### src/hw/shs_pkg.sv
package shs_pkg;

    localparam int PAY_BITS = 64;
    localparam int BLK_PER_MB = 32;
    localparam int IDX_W = 5;
    localparam int CRC_W = 12;
    localparam logic [IDX_W-1:0] IDX_LAST = 5'h1f;
    localparam logic [IDX_W-1:0] IDX_CRC_DONE = 5'h0e;
    localparam logic [1:0] HDR_ONE = 2'h1;
    localparam logic [1:0] HDR_ZERO = 2'h2;
    localparam logic [CRC_W-1:0] CRC_POLY_KOOP = 12'h987;
    localparam logic [CRC_W-1:0] CRC_FB_MASK = {CRC_POLY_KOOP[10:0], 1'b1};
    localparam logic [CRC_W-1:0] CRC_INIT = 12'h000;
    localparam int POS_EXTENDED_GROUP_END_FLAG = 22;
    // Stream word indexed by position: fixed ones, end flag, end pattern.
    localparam logic [31:0] CRC_TMPL = 32'h80e8_8888;
    localparam logic [31:0] CRC_PILOT_MASK = 32'hf8e8_8888;
    localparam logic [31:0] FEC_PILOT_MASK = 32'hf840_0000;
    localparam logic [31:0] FEC_PILOT_VAL = 32'h8040_0000;
    // Receiver thresholds.
    localparam int FEC_HITS = 4;
    localparam int HDR_BAD_LIM = 4;
    localparam int MB_ERR_LIM = 2;
    localparam int CNT_W = 3;

    // Stream position of CRC bit i: three bits, then a fixed one.
    function automatic int crc_pos(input int i);
        return (11 - i) + (11 - i) / 3;
    endfunction

    // Serial CRC over one block, first transmitted bit is bit 63.
    function automatic logic [CRC_W-1:0] crc_step(
        input logic [CRC_W-1:0] c,
        input logic [PAY_BITS-1:0] d
    );
        logic [CRC_W-1:0] r;
        logic fb;
        r = c;
        for (int k = PAY_BITS - 1; k >= 0; k--)
        begin
            fb = d[k] ^ r[CRC_W-1];
            r = {r[CRC_W-2:0], 1'b0} ^ (fb ? CRC_FB_MASK : CRC_INIT);
        end
        return r;
    endfunction

    // Whole transmit stream word for a given parity.
    function automatic logic [31:0] stream_word(input logic [CRC_W-1:0] p);
        logic [31:0] w;
        w = CRC_TMPL;
        for (int i = 0; i < CRC_W; i++)
        begin
            w[crc_pos(i)] = p[i];
        end
        return w;
    endfunction

endpackage

### src/hw/shs_link_if.sv
`timescale 1ns/1ps
// One 66-bit block per cycle in which blk_valid is high.
// blk_hdr[1] is the first transmitted header bit.
interface shs_link_if;
    logic blk_valid;
    logic [1:0] blk_hdr;
    logic [63:0] blk_pay;

    modport tx (output blk_valid, output blk_hdr, output blk_pay);
    modport rx (input blk_valid, input blk_hdr, input blk_pay);
endinterface

### src/hw/shs_rx.sv
`timescale 1ns/1ps
module shs_rx
    import shs_pkg::*;
#(
    parameter int HITS_NEED = FEC_HITS,
    parameter int BAD_LIM = HDR_BAD_LIM,
    parameter int ERR_LIM = MB_ERR_LIM
)
(
    // Clock, reset and freeze.
    input wire logic clock,
    input wire logic sys_rst,
    input wire logic clk_en,
    // Alignment strobe from the board, not on this clock.
    input wire logic sysref,
    // Stream form selection: high for FEC framing.
    input wire logic fec_mode,
    // Link from the transmitter.
    shs_link_if.rx link,
    // Recovered payload and status.
    output logic out_valid,
    output logic [PAY_BITS-1:0] out_data,
    output logic mb_locked,
    output logic [IDX_W-1:0] blk_idx,
    output logic hdr_bad,
    output logic mb_err,
    output logic crc_err,
    output logic realign_req
);

    typedef enum logic {SHS_HUNT, SHS_LOCK} shs_state_t;

    shs_state_t st_q;
    shs_state_t st_d;
    logic s1_q;
    logic s2_q;
    logic s3_q;
    logic lvl_q;
    logic lvl_d;
    logic edge_s;
    logic [31:0] sh_q;
    logic [31:0] sh_d;
    logic [IDX_W-1:0] idx_q;
    logic [IDX_W-1:0] idx_d;
    logic [CRC_W-1:0] crc_q;
    logic [CRC_W-1:0] crc_d;
    logic [CRC_W-1:0] crc_n;
    logic [CRC_W-1:0] exp_q;
    logic [CRC_W-1:0] exp_d;
    logic [CRC_W-1:0] got;
    logic exv_q;
    logic exv_d;
    logic [CNT_W-1:0] hits_q;
    logic [CNT_W-1:0] hits_d;
    logic [CNT_W-1:0] bad_q;
    logic [CNT_W-1:0] bad_d;
    logic [CNT_W-1:0] err_q;
    logic [CNT_W-1:0] err_d;
    logic pilot_ok;
    logic [CNT_W-1:0] need;
    logic ov_q;
    logic ov_d;
    logic [PAY_BITS-1:0] od_q;
    logic [PAY_BITS-1:0] od_d;
    logic hb_q;
    logic hb_d;
    logic me_q;
    logic me_d;
    logic ce_q;
    logic ce_d;
    logic rr_q;
    logic rr_d;

    // Strobe synchroniser; the first stage feeds only the second.
    always_ff @(posedge clock or posedge sys_rst)
    begin
        if (sys_rst)
        begin
            s1_q <= 1'b0;
            s2_q <= 1'b0;
            s3_q <= 1'b0;
        end
        else if (clk_en)
        begin
            s1_q <= sysref;
            s2_q <= s1_q;
            s3_q <= s2_q;
        end
    end

    // Framing, lock tracking and CRC check.
    always_comb
    begin
        lvl_d = (s2_q == s3_q) ? s2_q : lvl_q;
        edge_s = s2_q & s3_q & ~lvl_q;
        // Position p of the stream ends up in sh[p] after 32 shifts.
        sh_d = {link.blk_hdr == HDR_ONE, sh_q[31:1]};
        pilot_ok = fec_mode
            ? ((sh_d & FEC_PILOT_MASK) == FEC_PILOT_VAL)
            : ((sh_d & CRC_PILOT_MASK) == CRC_TMPL);
        need = fec_mode ? CNT_W'(HITS_NEED) : 3'h1;
        crc_n = crc_step(crc_q, link.blk_pay);
        for (int i = 0; i < CRC_W; i++)
        begin
            got[i] = sh_d[17 + crc_pos(i)];
        end
        st_d = st_q;
        idx_d = idx_q;
        crc_d = crc_q;
        exp_d = exp_q;
        exv_d = exv_q;
        hits_d = hits_q;
        bad_d = bad_q;
        err_d = err_q;
        rr_d = rr_q;
        ov_d = 1'b0;
        od_d = od_q;
        hb_d = 1'b0;
        me_d = 1'b0;
        ce_d = 1'b0;
        if (!link.blk_valid)
        begin
            sh_d = sh_q;
        end
        else
        begin
            idx_d = idx_q + 5'h01;
            // Equal header bits hint at a slipped block boundary.
            if (link.blk_hdr[1] == link.blk_hdr[0])
            begin
                hb_d = 1'b1;
                bad_d = (bad_q == '1) ? bad_q : bad_q + 3'h1;
            end
            if (bad_d >= CNT_W'(BAD_LIM))
            begin
                rr_d = 1'b1;
                st_d = SHS_HUNT;
                hits_d = '0;
            end
            else if (st_q == SHS_HUNT)
            begin
                if (pilot_ok)
                begin
                    // A repeat counts only a whole number of groups later.
                    hits_d = (idx_q == IDX_LAST && hits_q != '0)
                        ? hits_q + 3'h1 : 3'h1;
                    idx_d = '0;
                    if (hits_d >= need)
                    begin
                        st_d = SHS_LOCK;
                        crc_d = CRC_INIT;
                        exv_d = 1'b0;
                        err_d = '0;
                    end
                end
            end
            else
            begin
                ov_d = 1'b1;
                od_d = link.blk_pay;
                crc_d = crc_n;
                if (idx_q == IDX_CRC_DONE && exv_q && !fec_mode
                    && got != exp_q)
                begin
                    ce_d = 1'b1;
                end
                if (idx_q == IDX_LAST)
                begin
                    exp_d = crc_n;
                    exv_d = 1'b1;
                    crc_d = CRC_INIT;
                    bad_d = '0;
                    if (!pilot_ok)
                    begin
                        me_d = 1'b1;
                        err_d = err_q + 3'h1;
                        if (err_d >= CNT_W'(ERR_LIM))
                        begin
                            st_d = SHS_HUNT;
                            hits_d = '0;
                        end
                    end
                    else
                    begin
                        err_d = '0;
                    end
                end
            end
        end
        // A strobe resets the local group clock and restarts the search.
        if (edge_s)
        begin
            rr_d = 1'b0;
            bad_d = '0;
            hits_d = '0;
            idx_d = '0;
            st_d = SHS_HUNT;
        end
    end

    // The check fires at block 14 of the next group, 46 blocks on.
    always_ff @(posedge clock or posedge sys_rst)
    begin
        if (sys_rst)
        begin
            st_q <= SHS_HUNT;
            lvl_q <= 1'b0;
            sh_q <= '0;
            idx_q <= '0;
            crc_q <= CRC_INIT;
            exp_q <= CRC_INIT;
            exv_q <= 1'b0;
            hits_q <= '0;
            bad_q <= '0;
            err_q <= '0;
            rr_q <= 1'b0;
            ov_q <= 1'b0;
            od_q <= '0;
            hb_q <= 1'b0;
            me_q <= 1'b0;
            ce_q <= 1'b0;
        end
        else if (clk_en)
        begin
            st_q <= st_d;
            lvl_q <= lvl_d;
            sh_q <= sh_d;
            idx_q <= idx_d;
            crc_q <= crc_d;
            exp_q <= exp_d;
            exv_q <= exv_d;
            hits_q <= hits_d;
            bad_q <= bad_d;
            err_q <= err_d;
            rr_q <= rr_d;
            ov_q <= ov_d;
            od_q <= od_d;
            hb_q <= hb_d;
            me_q <= me_d;
            ce_q <= ce_d;
        end
    end

    assign out_valid = ov_q;
    assign out_data = od_q;
    assign mb_locked = (st_q == SHS_LOCK);
    assign blk_idx = idx_q;
    assign hdr_bad = hb_q;
    assign mb_err = me_q;
    assign crc_err = ce_q;
    assign realign_req = rr_q;

endmodule

### src/flat_wrapper.sv
// flat-port wrapper written by rule: the top's interface ports become plain ports
module shs_rx_flat import shs_pkg::*;
#(
    parameter int HITS_NEED = FEC_HITS,
    parameter int BAD_LIM = HDR_BAD_LIM,
    parameter int ERR_LIM = MB_ERR_LIM
)
  (clock, sys_rst, clk_en, sysref, fec_mode, out_valid, out_data, mb_locked, blk_idx, hdr_bad, mb_err, crc_err, realign_req, link_blk_valid, link_blk_hdr, link_blk_pay);
  shs_link_if link_i ();
  input wire logic clock;
  input wire logic sys_rst;
  input wire logic clk_en;
  input wire logic sysref;
  input wire logic fec_mode;
  output logic out_valid;
  output logic [PAY_BITS-1:0] out_data;
  output logic mb_locked;
  output logic [IDX_W-1:0] blk_idx;
  output logic hdr_bad;
  output logic mb_err;
  output logic crc_err;
  output logic realign_req;
  input wire logic [$bits(link_i.blk_valid)-1:0] link_blk_valid;
  input wire logic [$bits(link_i.blk_hdr)-1:0] link_blk_hdr;
  input wire logic [$bits(link_i.blk_pay)-1:0] link_blk_pay;
  assign link_i.blk_valid = link_blk_valid;
  assign link_i.blk_hdr = link_blk_hdr;
  assign link_i.blk_pay = link_blk_pay;
  shs_rx #(.HITS_NEED(HITS_NEED), .BAD_LIM(BAD_LIM), .ERR_LIM(ERR_LIM)) u_core (.clock(clock), .sys_rst(sys_rst), .clk_en(clk_en), .sysref(sysref), .fec_mode(fec_mode), .link(link_i), .out_valid(out_valid), .out_data(out_data), .mb_locked(mb_locked), .blk_idx(blk_idx), .hdr_bad(hdr_bad), .mb_err(mb_err), .crc_err(crc_err), .realign_req(realign_req));
endmodule
### config.mk
export PLATFORM = sky130hd
export DESIGN_NAME = shs_rx_flat
export DESIGN_NICKNAME = d
export VERILOG_FILES = /design/src/hw/shs_pkg.sv /design/src/hw/shs_link_if.sv /design/src/hw/shs_rx.sv /design/src/flat_wrapper.sv
export SDC_FILE = /design/constraint.sdc
export NUM_CORES = 1
export LEC_CHECK = 0
export BUFFER_PORTS_ARGS = -buffer_cell sky130_fd_sc_hd__buf_2
export CAP_MARGIN = 40
export CELL_PAD_IN_SITES_DETAIL_PLACEMENT = 1
export CELL_PAD_IN_SITES_GLOBAL_PLACEMENT = 1
export CORE_MARGIN = 2
export CORE_UTILIZATION = 40
export DETAILED_ROUTE_END_ITERATION = 6
export HOLD_SLACK_MARGIN = 0.15
export PLACE_DENSITY = 0.76
export SYNTH_ARGS = -nofsm -noshare
export SYNTH_HDL_FRONTEND = slang
export SYNTH_SLANG_ARGS = --single-unit
### constraint.sdc
create_clock -name clock -period 5.8 [get_ports clock]
set_input_delay 0 -clock clock [delete_from_list [all_inputs] [get_ports clock]]
set_output_delay 0 -clock clock [all_outputs]
set_load 0.1 [all_outputs]
==> results by group <==
Floorplan
  – Boundary Pins: 147
  – Starting Density: 40.9%
  – Chip Height: 165 um
  – Die Area: 27,200 um^2
  – Rows: 58
  – Core Area: 25,300 um^2
  – Die span in x: 165 um

Timing
  – Final hold viol count: 0
  – FMAX: 164 MHz
  – Slew Limit Fails: 0
  – Skew final: 0.0138 ns
  – Period utilization: 105%
  – Max_slew headroom: 42.1%
  – RSZ-0062 raised after global routing: yes
  – Final setup fails: 17
  – Tmin final: 6.08 ns
  – Least-Margin Pin Slew: 0.867 ns
  – Setup WS post-layout: -0.281 ns

Run status
  – Failing checks: setup timing
  – Outcome: finished, violations left

Place
  – PortBufs: 146
  – Final RePlAce weighted congestion: 0.901
  – DP HPWL: 21,600 um
  – DP Area: 12,000 um^2

Global route
  – First-pass GRT wire length: 51,400 um
  – Met1 Track Usage GR: 32.1%
  – Met3 usage: 4.04%
  – Grt ovf: 0
  – GR Util met2: 44.7%
  – Largest net degree at the start of global routing: 68
  – Initial antenna violation count: 0
  – Vias in the first global route: 8,695
  – GRT Max-Usage Layer: met2
  – Total GRT Usage: 25.6%

Route
  – Initial DRC count: 636
  – Routed WL per cell: 24.7 um
  – Detail Route Antenna Nets: 0
  – DRC Markers: 0
  – Detailed-route via count: 8,206
  – DRT Wirelength: 38,100 um
  – First drt pass iteration count: 5
  – Vias per cell: 5.31

Finish
  – Layout area overhead: 37.5%
  – Non-Filler Cell Area, Final: 14,200 um^2
  – Share of layout cells above drive strength 1: 37.5%
  – Commonest non-fill, non-tap cell in the layout: nand2_1
  – # diodes: 0
  – Final net count: 1,286
  – Final core utilization: 56.2%
  – Commonest cells after routing, fill and taps aside: nand2_1, buf_2, dfrtp_1

Synthesis
  – Main synth FF type: dfrtp_1
  – Number of synthesized flops with an enable pin: 0
  – Post-Synthesis Net Count: 951
  – Mean Syn Cell Area: 11.9 um^2
  – Synthesized cell area: 10,300 um^2
  – Post-Synthesis Cells: 867
  – Ys Warns: 0
  – Seq cells post-synth: 141
  – Synth unique cells: 46
  – Sequential area share after synthesis: 34.1%
  – Asr flop ratio synth: 100%

Clock network
  – H-tree levels: 4
  – Worst-path clk slew: 0.07 ns
  – Clock Sinks: 141
  – Max Buffers Root-to-Sink: 2
  – Clk Latency, worst-skew pair: 0.45 ns
  – Cts bufs inserted: 17
  – Root Driver: clkbuf_16
  – CTS tree: built

Critical path
  – CP required: 6.12 ns
  – Buf+Inv Stages, Crit Path: 2
  – Worst endpoint data arrival time: 6.40 ns
  – Top delay family on crit path: XOR/XNOR gates
  – CP max FO: 3
  – Cell repeated most along the worst path: xnor3_2
  – Reg2reg path depth: 16
  – Crit end category: flop
  – Crit path largest cell delay: 0.56 ns
  – Critical-path top delay cell: xnor3_2
  – Worst setup path category: flop to flop
  – Stages on the worst setup path: 16
  – Startpoint Class: flop
  – Worst-path cell chain: xor2_2 -> xnor3_2 -> xnor2_2 -> xnor2_1 -> buf_4 -> xnor3_1 -> xor2_1 -> buf_4 -> xnor3_2 -> xnor3_1 -> xnor3_2 -> xnor3_2 -> xnor3_2 -> xor3_2 -> xnor3_1 -> mux2_2

Hold path
  – Hold WC Path Type: input pin to asynchronous set/reset pin

Run
  – Max-cap violations: 0
flip-flops by register name, summed over array words and instances, names as in the netlist, 3 cells and up:
| register | flops |
|---|---|
| u_core.sh_q | 28 |
| u_core.err_q | 3 |
| u_core.crc_q | 12 |
| u_core.exp_q | 12 |
| u_core.hits_q | 3 |
| u_core.out_data | 64 |
| u_core.bad_q | 3 |
| u_core.blk_idx | 5 |
cells in the mapped netlist (2+ instances only):
library cell / count / share of area [%]
mux2_2: 34 / 3.7
xnor3_2: 13 / 3.0
and3_1: 2 / 0.12
o21ai_1: 3 / 0.15
xnor2_4: 2 / 0.53
nor2b_1: 2 / 0.12
nand3_1: 6 / 0.29
a22o_1: 2 / 0.17
nand4_1: 7 / 0.42
clkbuf_1: 21 / 0.76
xnor3_1: 100 / 22
xor2_1: 43 / 3.6
nor2_1: 5 / 0.18
xor3_1: 8 / 1.8
o31ai_1: 2 / 0.15
inv_1: 16 / 0.58
ha_1: 12 / 1.5
xnor2_1: 126 / 11
xor3_2: 4 / 0.97
o21ai_0: 36 / 1.7
xnor2_2: 16 / 2.5
and2_1: 2 / 0.12
dfrtp_1: 141 / 34
xor2_2: 3 / 0.47
nand2_1: 231 / 8.4
buf_1: 4 / 0.15
o41ai_1: 3 / 0.25
nand2b_1: 5 / 0.30
per-stage QoR:
| step | hold WS, ns | cells | setup slack, ns | setup TNS (ns) |
|---|---|---|---|---|
| final | 0.147 | 1544 | -0.281 | -1.66 |
| after global routing | 0.192 | 1544 | -0.406 | -4.01 |
| after CTS | 0.155 | 1522 | -0.0704 | -0.0815 |
| after detailed placement | 0.0622 | 1391 | -0.292 | -1.88 |
| after global placement | 0.220 | 1389 | -0.0786 | -0.109 |
| after floorplan | 0.105 | 867 | 0.0203 | 0 |
kinds of logic after synthesis:
group,share of synthesized area [%]
mux,3.80
flops,34.1
fa+ha+maj,1.45
compound gates,3.01
xor+xnor,45.6
simple gates,10.5
buf+inv,1.49
worst reg2reg max path: cells and delay by family, from the launching register on:
kind	cells	cell delay, ns
buffers and inverters	2	0.35
XOR/XNOR	13	4.84
multiplexers	1	0.30
flip-flops	1	0.47
cell type report:
cell class	count	area (um^2)
clock buffer	17	425
clock inverter	14	149
fill	2570	11100
inverter	16	65.1
multi-input combinational	685	7220
sequential	141	3530
tap	330	413
timing repair buffer	341	2430
path summary, 6_finish.rpt:
path,startpoint,endpoint,slack [ns]
min in group clock,link_blk_pay[39],u_core.out_data[39]$_DFFE_PP0P_,0.33
max in group asynchronous,sys_rst,u_core.out_data[15]$_DFFE_PP0P_,4.57
setup reg to reg,u_core.crc_q[11]$_DFFE_PP0P_,u_core.exp_q[2]$_DFFE_PP0P_,-0.28
hold / removal,sys_rst,u_core.out_data[58]$_DFFE_PP0P_,0.15
setup / recovery,u_core.crc_q[11]$_DFFE_PP0P_,u_core.exp_q[2]$_DFFE_PP0P_,-0.28
hold reg to reg,u_core.out_data[54]$_DFFE_PP0P_,u_core.out_data[54]$_DFFE_PP0P_,0.47
layer usage:
metal | up-vias | wire [um]
met2 | 358 | 19300
met1 | 4210 | 15300
met4 | 0 | 1670
met5 | - | 0
li1 | 3533 | -
met3 | 105 | 1800
what timing repair did:
item                                    4_1_cts  5_1_grt
resized for setup                            38       62
hold buffers                                 75        0
buffers inserted                             25       22
hold endpoints to repair                    167        0
endpoints found under the setup margin       17       22
pin swaps                                    24       15
Power is left out: the tool's default activity adds up to more than one toggle a clock period on the data nets, which glitch-free logic cannot reach.
